### config.mk
export PLATFORM = sky130hd
export DESIGN_NAME = sscs_core
export DESIGN_NICKNAME = d
export VERILOG_FILES = /design/src/core/sscs_pkg.sv /design/src/core/sscs_core.sv
export SDC_FILE = /design/constraint.sdc
export NUM_CORES = 1
export LEC_CHECK = 0
export CAP_MARGIN = 30
export CORE_UTILIZATION = 43
export DETAILED_ROUTE_END_ITERATION = 8
export DONT_BUFFER_PORTS = 1
export HOLD_SLACK_MARGIN = 0.08
export PLACE_DENSITY_LB_ADDON = 0.2
export SETUP_SLACK_MARGIN = 0.4
export SYNTH_ARGS = -nofsm -noshare
export SYNTH_HDL_FRONTEND = slang
export SYNTH_SLANG_ARGS = --single-unit
### constraint.sdc
create_clock -name pclk -period 10.4 [get_ports pclk]
set_input_delay 0 -clock pclk [delete_from_list [all_inputs] [get_ports pclk]]
set_output_delay 0 -clock pclk [all_outputs]
set_load 0.05 [all_outputs]
### src/core/sscs_pkg.sv
/*
  Shared constants of the clocked serial unit: register byte offsets,
  field positions, reset values, mode codes and timing counts.
  Assumes a 32-bit APB with byte addresses and one register per word.
*/
package sscs_pkg;

  // Register byte offsets.
  localparam logic [11:0] SSCS_OFF_CTRL_MODE = 12'h000;
  localparam logic [11:0] SSCS_OFF_STATUS = 12'h004;
  localparam logic [11:0] SSCS_OFF_DATA = 12'h008;
  localparam logic [11:0] SSCS_OFF_FIFO = 12'h00C;
  localparam logic [11:0] SSCS_OFF_BAUD = 12'h010;

  // Control (upper byte) and mode (lower byte) field positions.
  localparam int SSCS_CM_PCLR = 15;
  localparam int SSCS_CM_MS = 14;
  localparam int SSCS_CM_SPI = 13;
  localparam int SSCS_CM_RIE = 12;
  localparam int SSCS_CM_TIE = 11;
  localparam int SSCS_CM_BUS_IDLE_IRQ_ENABLE = 10;
  localparam int SSCS_CM_RXE = 9;
  localparam int SSCS_CM_TXE = 8;
  localparam int SSCS_CM_MODE_LSB = 5;
  localparam int SSCS_CM_POL = 3;
  localparam int SSCS_CM_BDS = 2;
  localparam int SSCS_CM_CLOCK_OUTPUT_ENABLE = 1;
  localparam int SSCS_CM_DOE = 0;
  localparam logic [15:0] SSCS_CM_WMASK = 16'h7FEF;

  // Status field positions.
  localparam int SSCS_ST_ECLR = 15;
  localparam int SSCS_ST_AWC = 12;
  localparam int SSCS_ST_ORE = 11;
  localparam int SSCS_ST_RECEIVE_FULL_FLAG = 10;
  localparam int SSCS_ST_TRANSMIT_EMPTY_FLAG = 9;
  localparam int SSCS_ST_TBI = 8;

  // Receive FIFO control field positions.
  localparam int SSCS_FC_FEN = 0;
  localparam int SSCS_FC_IDLE = 1;
  localparam int SSCS_FC_LVL_LSB = 8;
  localparam int SSCS_FC_CNT_LSB = 16;

  // Operation mode codes.
  localparam logic [2:0] SSCS_MODE_ASYNC = 3'b000;
  localparam logic [2:0] SSCS_MODE_MULTI = 3'b001;
  localparam logic [2:0] SSCS_MODE_SYNC = 3'b010;
  localparam logic [2:0] SSCS_MODE_LIN = 3'b011;
  localparam logic [2:0] SSCS_MODE_IIC = 3'b100;

  // Reset values.
  localparam logic [15:0] SSCS_RST_CTRL_MODE = 16'h0000;
  localparam logic SSCS_RST_TRANSMIT_EMPTY_FLAG = 1'b1;
  localparam logic SSCS_RST_TBI = 1'b1;
  localparam logic [14:0] SSCS_RST_BAUD = 15'h0004;

  // Receive idle timeout in baud clocks.
  localparam logic [3:0] SSCS_IDLE_BAUD_CLOCKS = 4'h8;

endpackage : sscs_pkg

### src/core/sscs_core.sv
/*
  Clocked serial unit in synchronous mode: control, mode and status
  registers over APB, baud generator, shift engine for master and slave,
  small receive FIFO and the three interrupt request lines.
  Assumes one clock pclk, serial pins outside its domain, and a GPIO
  layer outside that resolves pin output enables.
*/
// Added by the designer: the placing of the registers and register access over APB.
`timescale 1ns/1ps
module sscs_core #(
  parameter int DATA_BITS = 8,
  parameter int FIFO_DEPTH = 4
) (
  // Clock, reset and enable
  input wire logic pclk,
  input wire logic presetn,
  input wire logic ce,
  // APB slave
  input wire logic psel,
  input wire logic penable,
  input wire logic pwrite,
  input wire logic [11:0] paddr,
  input wire logic [31:0] pwdata,
  output logic pready,
  output logic [31:0] prdata,
  output logic pslverr,
  // Serial pins
  input wire logic sck_in,
  output logic sck_out,
  output logic sck_oe,
  input wire logic sdi,
  output logic sdo,
  output logic sdo_oe,
  // Interrupt requests
  output logic rx_irq,
  output logic tx_irq,
  output logic idle_irq
);
  import sscs_pkg::*;

  localparam int CW = $clog2(DATA_BITS + 1);
  localparam int HW = $clog2(2 * DATA_BITS);
  localparam int PW = $clog2(FIFO_DEPTH);
  localparam int FW = $clog2(FIFO_DEPTH + 1);
  localparam logic [CW-1:0] LAST_BIT = CW'(DATA_BITS - 1);
  localparam logic [HW-1:0] LAST_HALF = HW'(2 * DATA_BITS - 1);
  localparam logic [FW-1:0] FIFO_FULL = FW'(FIFO_DEPTH);

  typedef struct packed {
    logic [15:0] cm;
    logic access_width_select;
    logic overrun_flag;
    logic receive_full_flag;
    logic transmit_empty_flag;
    logic transmit_bus_idle_flag;
    logic [DATA_BITS-1:0] transmit_data_register;
    logic [DATA_BITS-1:0] receive_data_register;
    logic fen;
    logic idle_en;
    logic [FW-1:0] lvl;
    logic [FIFO_DEPTH-1:0][DATA_BITS-1:0] fmem;
    logic [PW-1:0] wr_ptr;
    logic [PW-1:0] rd_ptr;
    logic [FW-1:0] fcnt;
    logic [3:0] idle_cnt;
    logic [14:0] baud_reload;
    logic [14:0] baud_cnt;
    logic baud_half;
    logic run;
    logic [HW-1:0] half_cnt;
    logic sck_out;
    logic tx_busy;
    logic [DATA_BITS-1:0] tx_sh;
    logic [DATA_BITS-1:0] rx_sh;
    logic [CW-1:0] bit_cnt;
    logic sdo;
    logic sck_s1;
    logic sck_s2;
    logic sck_s3;
    logic sdi_s1;
    logic sdi_s2;
    logic [31:0] prdata;
  } sscs_state_type;

  function automatic sscs_state_type sscs_rst_val();
    sscs_state_type r;
    r = '0;
    r.cm = SSCS_RST_CTRL_MODE;
    r.transmit_empty_flag = SSCS_RST_TRANSMIT_EMPTY_FLAG;
    r.transmit_bus_idle_flag = SSCS_RST_TBI;
    r.transmit_data_register = '1;
    r.baud_reload = SSCS_RST_BAUD;
    r.baud_cnt = SSCS_RST_BAUD;
    r.sck_out = 1'b1;
    r.sdo = 1'b1;
    return r;
  endfunction : sscs_rst_val

  localparam sscs_state_type RST_STATE = sscs_rst_val();

  function automatic logic first_bit(logic [DATA_BITS-1:0] v, logic msb);
    return msb ? v[DATA_BITS-1] : v[0];
  endfunction : first_bit

  function automatic logic [DATA_BITS-1:0] shift_out(
    logic [DATA_BITS-1:0] v, logic msb);
    return msb ? {v[DATA_BITS-2:0], 1'b1} : {1'b1, v[DATA_BITS-1:1]};
  endfunction : shift_out

  sscs_state_type s;
  sscs_state_type n;

  logic ms, spi, receive_enable, transmit_enable, pol, bit_order_select;
  logic sync_ok, tick, rise, fall, samp, drv;
  logic setup, wr, rd, mapped;
  logic hit_cm, hit_st, hit_dat, hit_fifo, hit_baud;
  logic push, pop, ore_set, ore_clr, receive_full_flag_set, receive_full_flag_clr, idle_fire;
  logic pclr;
  logic [31:0] wdat;
  logic [31:0] rmux;
  logic [DATA_BITS-1:0] word;
  logic [DATA_BITS-1:0] head;

  always_comb
  begin
    n = s;
    ms = s.cm[SSCS_CM_MS];
    spi = s.cm[SSCS_CM_SPI];
    receive_enable = s.cm[SSCS_CM_RXE];
    transmit_enable = s.cm[SSCS_CM_TXE];
    pol = s.cm[SSCS_CM_POL];
    bit_order_select = s.cm[SSCS_CM_BDS];
    push = 1'b0;
    pop = 1'b0;
    ore_set = 1'b0;
    receive_full_flag_set = 1'b0;
    idle_fire = 1'b0;
    word = '0;
    head = s.fmem[s.rd_ptr];
    sync_ok = (s.cm[7:SSCS_CM_MODE_LSB] == SSCS_MODE_SYNC);

    // The second stage of each synchroniser feeds logic; the clock's third stage also feeds edge detection.
    n.sck_s1 = sck_in;
    n.sck_s2 = s.sck_s1;
    n.sck_s3 = s.sck_s2;
    n.sdi_s1 = sdi;
    n.sdi_s2 = s.sdi_s1;

    tick = (s.baud_cnt == 15'h0000);
    n.baud_cnt = tick ? s.baud_reload : s.baud_cnt - 15'h0001;
    if (tick)
    begin
      n.baud_half = ~s.baud_half;
    end

    // Master makes its own edges; the slave uses the pin clock.
    if (!ms)
    begin
      rise = sync_ok & s.run & tick & ~s.sck_out;
      fall = sync_ok & s.run & tick & s.sck_out;
    end
    else
    begin
      rise = sync_ok & s.sck_s2 & ~s.sck_s3;
      fall = sync_ok & ~s.sck_s2 & s.sck_s3;
    end
    samp = (pol == spi) ? rise : fall;
    drv = (pol == spi) ? fall : rise;

    // APB decode.
    setup = psel & ~penable;
    wr = ce & psel & penable & pwrite;
    rd = ce & psel & penable & ~pwrite;
    hit_cm = 1'b0;
    hit_st = 1'b0;
    hit_dat = 1'b0;
    hit_fifo = 1'b0;
    hit_baud = 1'b0;
    if (paddr == SSCS_OFF_CTRL_MODE)
      hit_cm = 1'b1;
    else if (paddr == SSCS_OFF_STATUS)
      hit_st = 1'b1;
    else if (paddr == SSCS_OFF_DATA)
      hit_dat = 1'b1;
    else if (paddr == SSCS_OFF_FIFO)
      hit_fifo = 1'b1;
    else if (paddr == SSCS_OFF_BAUD)
      hit_baud = 1'b1;
    mapped = hit_cm | hit_st | hit_dat | hit_fifo | hit_baud;
    wdat = s.access_width_select ? pwdata : {16'h0000, pwdata[15:0]};
    pclr = wr & hit_cm & pwdata[SSCS_CM_PCLR];
    ore_clr = wr & hit_st & pwdata[SSCS_ST_ECLR];
    receive_full_flag_clr = rd & hit_dat & ~s.fen;

    // Read data is fetched in the setup phase and shown in access.
    rmux = 32'h0000_0000;
    if (hit_cm)
      rmux = {16'h0000, s.cm};
    else if (hit_st)
      rmux = {16'h0000, 3'b000, s.access_width_select, s.overrun_flag, s.receive_full_flag, s.transmit_empty_flag, s.transmit_bus_idle_flag,
              8'h00};
    else if (hit_dat)
      rmux = 32'(s.fen ? head : s.receive_data_register);
    else if (hit_fifo)
      rmux = (32'(s.fcnt) << SSCS_FC_CNT_LSB)
           | (32'(s.lvl) << SSCS_FC_LVL_LSB)
           | (32'(s.idle_en) << SSCS_FC_IDLE) | 32'(s.fen);
    else if (hit_baud)
      rmux = {17'h0_0000, s.baud_reload};
    if (!s.access_width_select)
    begin
      rmux[31:16] = 16'h0000;
    end
    if (setup)
    begin
      n.prdata = rmux;
    end

    // Master clock generation.
    if (s.run && tick)
    begin
      n.sck_out = ~s.sck_out;
      n.half_cnt = s.half_cnt + 1'b1;
      if (s.half_cnt == LAST_HALF)
      begin
        n.run = 1'b0;
      end
    end

    // Loading the shifter empties the data register.
    if (sync_ok && transmit_enable && !s.transmit_empty_flag && !s.tx_busy && !s.run
        && s.bit_cnt == '0)
    begin
      n.tx_busy = 1'b1;
      n.transmit_empty_flag = 1'b1;
      if (spi)
      begin
        n.sdo = first_bit(s.transmit_data_register, bit_order_select);
        n.tx_sh = shift_out(s.transmit_data_register, bit_order_select);
      end
      else
      begin
        n.tx_sh = s.transmit_data_register;
      end
      if (!ms)
      begin
        n.run = 1'b1;
        n.half_cnt = '0;
      end
    end

    if (drv && s.tx_busy)
    begin
      n.sdo = first_bit(s.tx_sh, bit_order_select);
      n.tx_sh = shift_out(s.tx_sh, bit_order_select);
    end

    if (samp && (s.tx_busy || receive_enable))
    begin
      if (bit_order_select)
        n.rx_sh = {s.rx_sh[DATA_BITS-2:0], s.sdi_s2};
      else
        n.rx_sh = {s.sdi_s2, s.rx_sh[DATA_BITS-1:1]};
      n.bit_cnt = s.bit_cnt + 1'b1;
      if (s.bit_cnt == LAST_BIT)
      begin
        n.bit_cnt = '0;
        n.tx_busy = 1'b0;
        word = n.rx_sh;
        if (receive_enable && s.fen)
        begin
          if (s.fcnt == FIFO_FULL)
          begin
            ore_set = 1'b1;
            n.fen = 1'b0;
          end
          else
          begin
            push = 1'b1;
          end
        end
        else if (receive_enable)
        begin
          ore_set = s.receive_full_flag;
          n.receive_data_register = word;
          receive_full_flag_set = 1'b1;
        end
      end
    end

    // Disabling cuts the word off without waiting for its end.
    if (!transmit_enable || !sync_ok)
    begin
      n.tx_busy = 1'b0;
      n.run = 1'b0;
    end
    if (!receive_enable && !n.tx_busy)
    begin
      n.bit_cnt = '0;
    end

    // Receive FIFO.
    pop = rd & hit_dat & s.fen & (s.fcnt != '0);
    if (push)
    begin
      n.fmem[s.wr_ptr] = word;
      n.wr_ptr = s.wr_ptr + 1'b1;
    end
    if (pop)
    begin
      n.rd_ptr = s.rd_ptr + 1'b1;
    end
    n.fcnt = s.fcnt + FW'(push) - FW'(pop);

    // Idle timer runs only with a partly filled FIFO and a quiet line.
    if (!s.fen || !s.idle_en || s.fcnt == '0 || s.fcnt >= s.lvl
        || s.bit_cnt != '0 || (rd && hit_dat))
    begin
      n.idle_cnt = 4'h0;
    end
    else if (tick && s.baud_half)
    begin
      if (s.idle_cnt == SSCS_IDLE_BAUD_CLOCKS)
        idle_fire = 1'b1;
      else
        n.idle_cnt = s.idle_cnt + 4'h1;
    end

    if (s.fen)
    begin
      if (n.fcnt == '0)
        n.receive_full_flag = 1'b0;
      else if ((s.lvl != '0 && n.fcnt >= s.lvl) || idle_fire)
        n.receive_full_flag = 1'b1;
    end
    else
    begin
      n.receive_full_flag = receive_full_flag_set | (s.receive_full_flag & ~receive_full_flag_clr);
    end
    n.overrun_flag = ore_set | (s.overrun_flag & ~ore_clr);

    // Register writes.
    if (wr && hit_cm)
    begin
      n.cm = pwdata[15:0] & SSCS_CM_WMASK;
    end
    if (wr && hit_st)
    begin
      n.access_width_select = pwdata[SSCS_ST_AWC];
    end
    if (wr && hit_dat)
    begin
      n.transmit_data_register = wdat[DATA_BITS-1:0];
      n.transmit_empty_flag = 1'b0;
    end
    if (wr && hit_fifo)
    begin
      n.fen = pwdata[SSCS_FC_FEN];
      n.idle_en = pwdata[SSCS_FC_IDLE];
      n.lvl = pwdata[SSCS_FC_LVL_LSB +: FW];
    end
    if (wr && hit_baud)
    begin
      n.baud_reload = pwdata[14:0];
      n.baud_cnt = pwdata[14:0];
    end

    // Settings and received data survive a programmable clear; transfer state does not.
    if (pclr)
    begin
      n.run = 1'b0;
      n.tx_busy = 1'b0;
      n.bit_cnt = '0;
      n.half_cnt = '0;
      n.idle_cnt = 4'h0;
      n.baud_cnt = n.baud_reload;
      n.baud_half = 1'b0;
      n.transmit_empty_flag = 1'b1;
      n.receive_full_flag = 1'b0;
      n.overrun_flag = 1'b0;
    end

    if (!n.run)
    begin
      n.sck_out = ~n.cm[SSCS_CM_POL];
    end
    n.transmit_bus_idle_flag = n.transmit_empty_flag & ~n.tx_busy & ~n.run;
  end

  always_ff @(posedge pclk or negedge presetn)
  begin
    if (!presetn)
      s <= RST_STATE;
    else if (ce)
      s <= n;
  end

  assign pready = ce;
  assign pslverr = psel & penable & ~mapped;
  assign prdata = s.prdata;
  assign sck_out = s.sck_out;
  assign sck_oe = s.cm[SSCS_CM_CLOCK_OUTPUT_ENABLE];
  assign sdo = s.sdo;
  assign sdo_oe = s.cm[SSCS_CM_DOE];
  assign rx_irq = s.cm[SSCS_CM_RIE] & (s.receive_full_flag | s.overrun_flag);
  assign tx_irq = s.cm[SSCS_CM_TIE] & s.transmit_empty_flag;
  assign idle_irq = s.cm[SSCS_CM_BUS_IDLE_IRQ_ENABLE] & s.transmit_bus_idle_flag;

endmodule : sscs_core

==> out/results.txt <==
outcome = complete, no violations
die area = 0.02211 mm²
number of global-route vias before repair = 6938
Worst Skew = 0.01544 ns
Layout fillers = 1980
maximum vdd drop = 0.08798 mV
FFs w/ async S/R, synth = 1.000
Yosys top cell area share = 0.4083
Synth cell types = 85
DRC violations left = 0
Final Cycle Share = 0.5114
placed cell area = 0.009333 mm²
normalized max-slew margin = 0.3409
Crit. End Element = flip-flop
area added between synthesis and finish = 11.68%
# port buffers = 0
Post-Route Setup TNS = 0 ns
most common cell after layout, fill and taps aside = dfrtp_1
most used cell, CP = ha_1
final hold violations = 0
Clock Tree Buf Depth = 2
dominant cell type by area after synthesis = dfrtp_1
worst r2r path cells = 19
initial antenna violation count = 3
clk sinks = 165
CP required = 10.71 ns
top post-synthesis cells by area = dfrtp_1 (41%), mux2_2 (7.1%), nand2_1 (5.0%)
DRT Wirelength = 24770 µm
Critical Path AT = 5.63 ns
crit path max fanout = 7
R2R Setup Slk = 5.08 ns
max cap viols = 0
die width = 148.7 µm
Hold Crit Class = in -> reg
routed length per instance = 20.29 µm
YS warnings = 0
clock edge transition at the registers on the reported setup and hold paths = 0.07 ns
final instance area = 0.01034 mm²
Detail Placement HPWL = 17060 µm
hold endpoint = s[103]
buffers plus inverters on the worst setup path = 3
total grt overflow = 0
CP Launch Type = flip-flop
# setup viols final = 0
Die Ht = 148.7 µm
worst-path cell chain = inv_1, ha_1, nor2b_1, nand3_1, nor4_2, or3_1, nand2_1, ha_1, inv_1, ha_1, inv_1, fa_1, xor3_1, ha_1, a211oi_1, o21ai_0, or3_1, o21a_1, a32o_1
Initial Utilization = 0.4389
setup repair bufs after CTS = 0
Via density = 5.834
antenna viol nets, final = 0
H-tree depth = 4
Slowest cell on crit path = nor4_2
Crit path largest cell delay = 0.73 ns
Total GRT Usage = 0.2353
Leak = 4.430 nW
Worst R2R End = s[162]
fin. max-slew vios = 0
DR iter-0 viols = 474
Num CTS Buffers = 17
minimum clock period = 5.319 ns
Mapped Cells = 933
P per Cell Area = 144.4 mW/mm²
CP top delay family = simple AND/OR/NAND/NOR gates
Rows = 53
hold depth = 4
Post-synth EDFFs = 0
largest net degree at the start of global routing = 166
Main synth FF type = dfrtp_1
ratio of cells with drive above 1 in the final layout = 0.1628
Worst R2R Start = s[66]
CTS root buffer = clkbuf_16
RSZ-0062 raised after global routing = no
HP Start = penable
I/O pin count = 93
latest clock arrival within the worst-skew pair = 0.43 ns
CTS tree = built
Fmax = 188.0 MHz
Setup CP Type = reg -> reg
FF+latch count, synth = 165
syn_area_per_cell = 9.920 µm²
global-route wire length before repair = 39600 µm
register area share after synthesis = 0.4480
core area = 0.02109 mm²
worst hold slack = 0.08985 ns
commonest cells after routing, fill and taps aside = dfrtp_1 (151), nand2_1 (123), o21ai_0 (67)
final weighted congestion in routability-driven placement = 0.8811
DRT Pass-1 Iters = 5
Slew @ Worst Pin = 0.9867 ns
vias = 7123
Mapped Area = 0.009255 mm²
Layout Nets = 1004
# diodes = 0
==> logic make-up (layout without fill, tap and decap cells) <==
family	count (synthesis)	count (layout)	synth area share
compound gates	221	221	0.1616
simple gates	313	313	0.1760
fa+ha+maj	19	19	0.02650
xor+xnor	9	9	0.01014
flops	165	165	0.4480
buf+inv	116	116	0.06219
mux	89	89	0.1152
other cells	1	14	0.0004052
==> per-stage QoR <==
stage / cells / setup WS (ns) / util / power (mW)
floorplan: 946 / 5.788 / - / 0.7942
global placement: 1152 / 5.237 / 0.4419 / 0.8059
detailed placement: 1154 / 5.232 / 0.4426 / 0.8057
CTS: 1220 / 5.161 / 0.4899 / 1.508
global route: 1221 / 4.796 / 0.4902 / 1.553
finish: 1221 / 5.081 / 0.4902 / 1.493
==> power by group <==
group	switching [mW]	total, mW	internal (mW)
Clock	0.265	0.659	0.394
Combinational	0.0845	0.136	0.0518
Sequential	0.0329	0.697	0.664
Total	0.382	1.49	1.11
==> worst max-delay path by stage <==
| stage | start | end | slack [ns] | cells past startpoint |
|---|---|---|---|---|
| 6_report | s[66] | s[162] | 5.08 | 19 |
| 5_1_grt | s[66] | s[162] | 4.80 | 19 |
| 4_1_cts | s[66] | s[162] | 5.16 | 19 |
| 3_5_place_dp | s[66] | s[162] | 5.23 | 19 |
| 3_3_place_gp | s[66] | s[162] | 5.24 | 19 |
| 2_1_floorplan | s[66] | s[162] | 5.79 | 21 |
==> cells in the mapped netlist (14+ instances only) <==
cell type  number
mux2i_1        21
nor2_1         43
buf_4          35
nor4_1         18
a21oi_1        24
o21ai_1        16
dfrtp_1       151
mux2_2         58
nor3_1         17
inv_1          34
o21ai_0        67
nand3_1        29
dfstp_2        14
nand2_1       123
ha_1           18
clkbuf_1       37
==> timing repair <==
item,4_1_cts,5_1_grt
hold buffers,34,0
hold endpoints to repair,283,0
resized for setup,0,0
==> registers in the layout, summed over array words and instances (netlist names) <==
name              cells
bit_order_select      1
ms                    1
n                     3
pol                   1
prdata               18
receive_enable        1
s                   136
sck_oe                1
sck_out               1
sdo                   1
sdo_oe                1
==> per-layer routing <==
layer | vias up | wire length, µm | track usage
met1 | 3438 | 11460 | 0.3306
met4 | 6 | 533 | 0.07938
li1 | 3391 | - | -
met3 | 36 | 1609 | 0.05000
met5 | - | 35 | 0
met2 | 252 | 11130 | 0.3584
==> cell type report <==
cell class / count / area [µm²] / share of cell area
tap: 275 / 344.1 / 0.03329
multi-input combinational: 665 / 4606 / 0.4456
clock buffer: 23 / 508.0 / 0.04915
inverter: 35 / 131.4 / 0.01271
timing repair buffer: 49 / 485.5 / 0.04697
sequential: 165 / 4146 / 0.4012
clock inverter: 9 / 115.1 / 0.01114
==> tightest hold or removal path: stages <==
cell and delay (ns):
nand4b_1 0.13, or2_2 0.14, nor2_1 0.08, xor2_1 0.13
(Power assumes the default switching activity.)
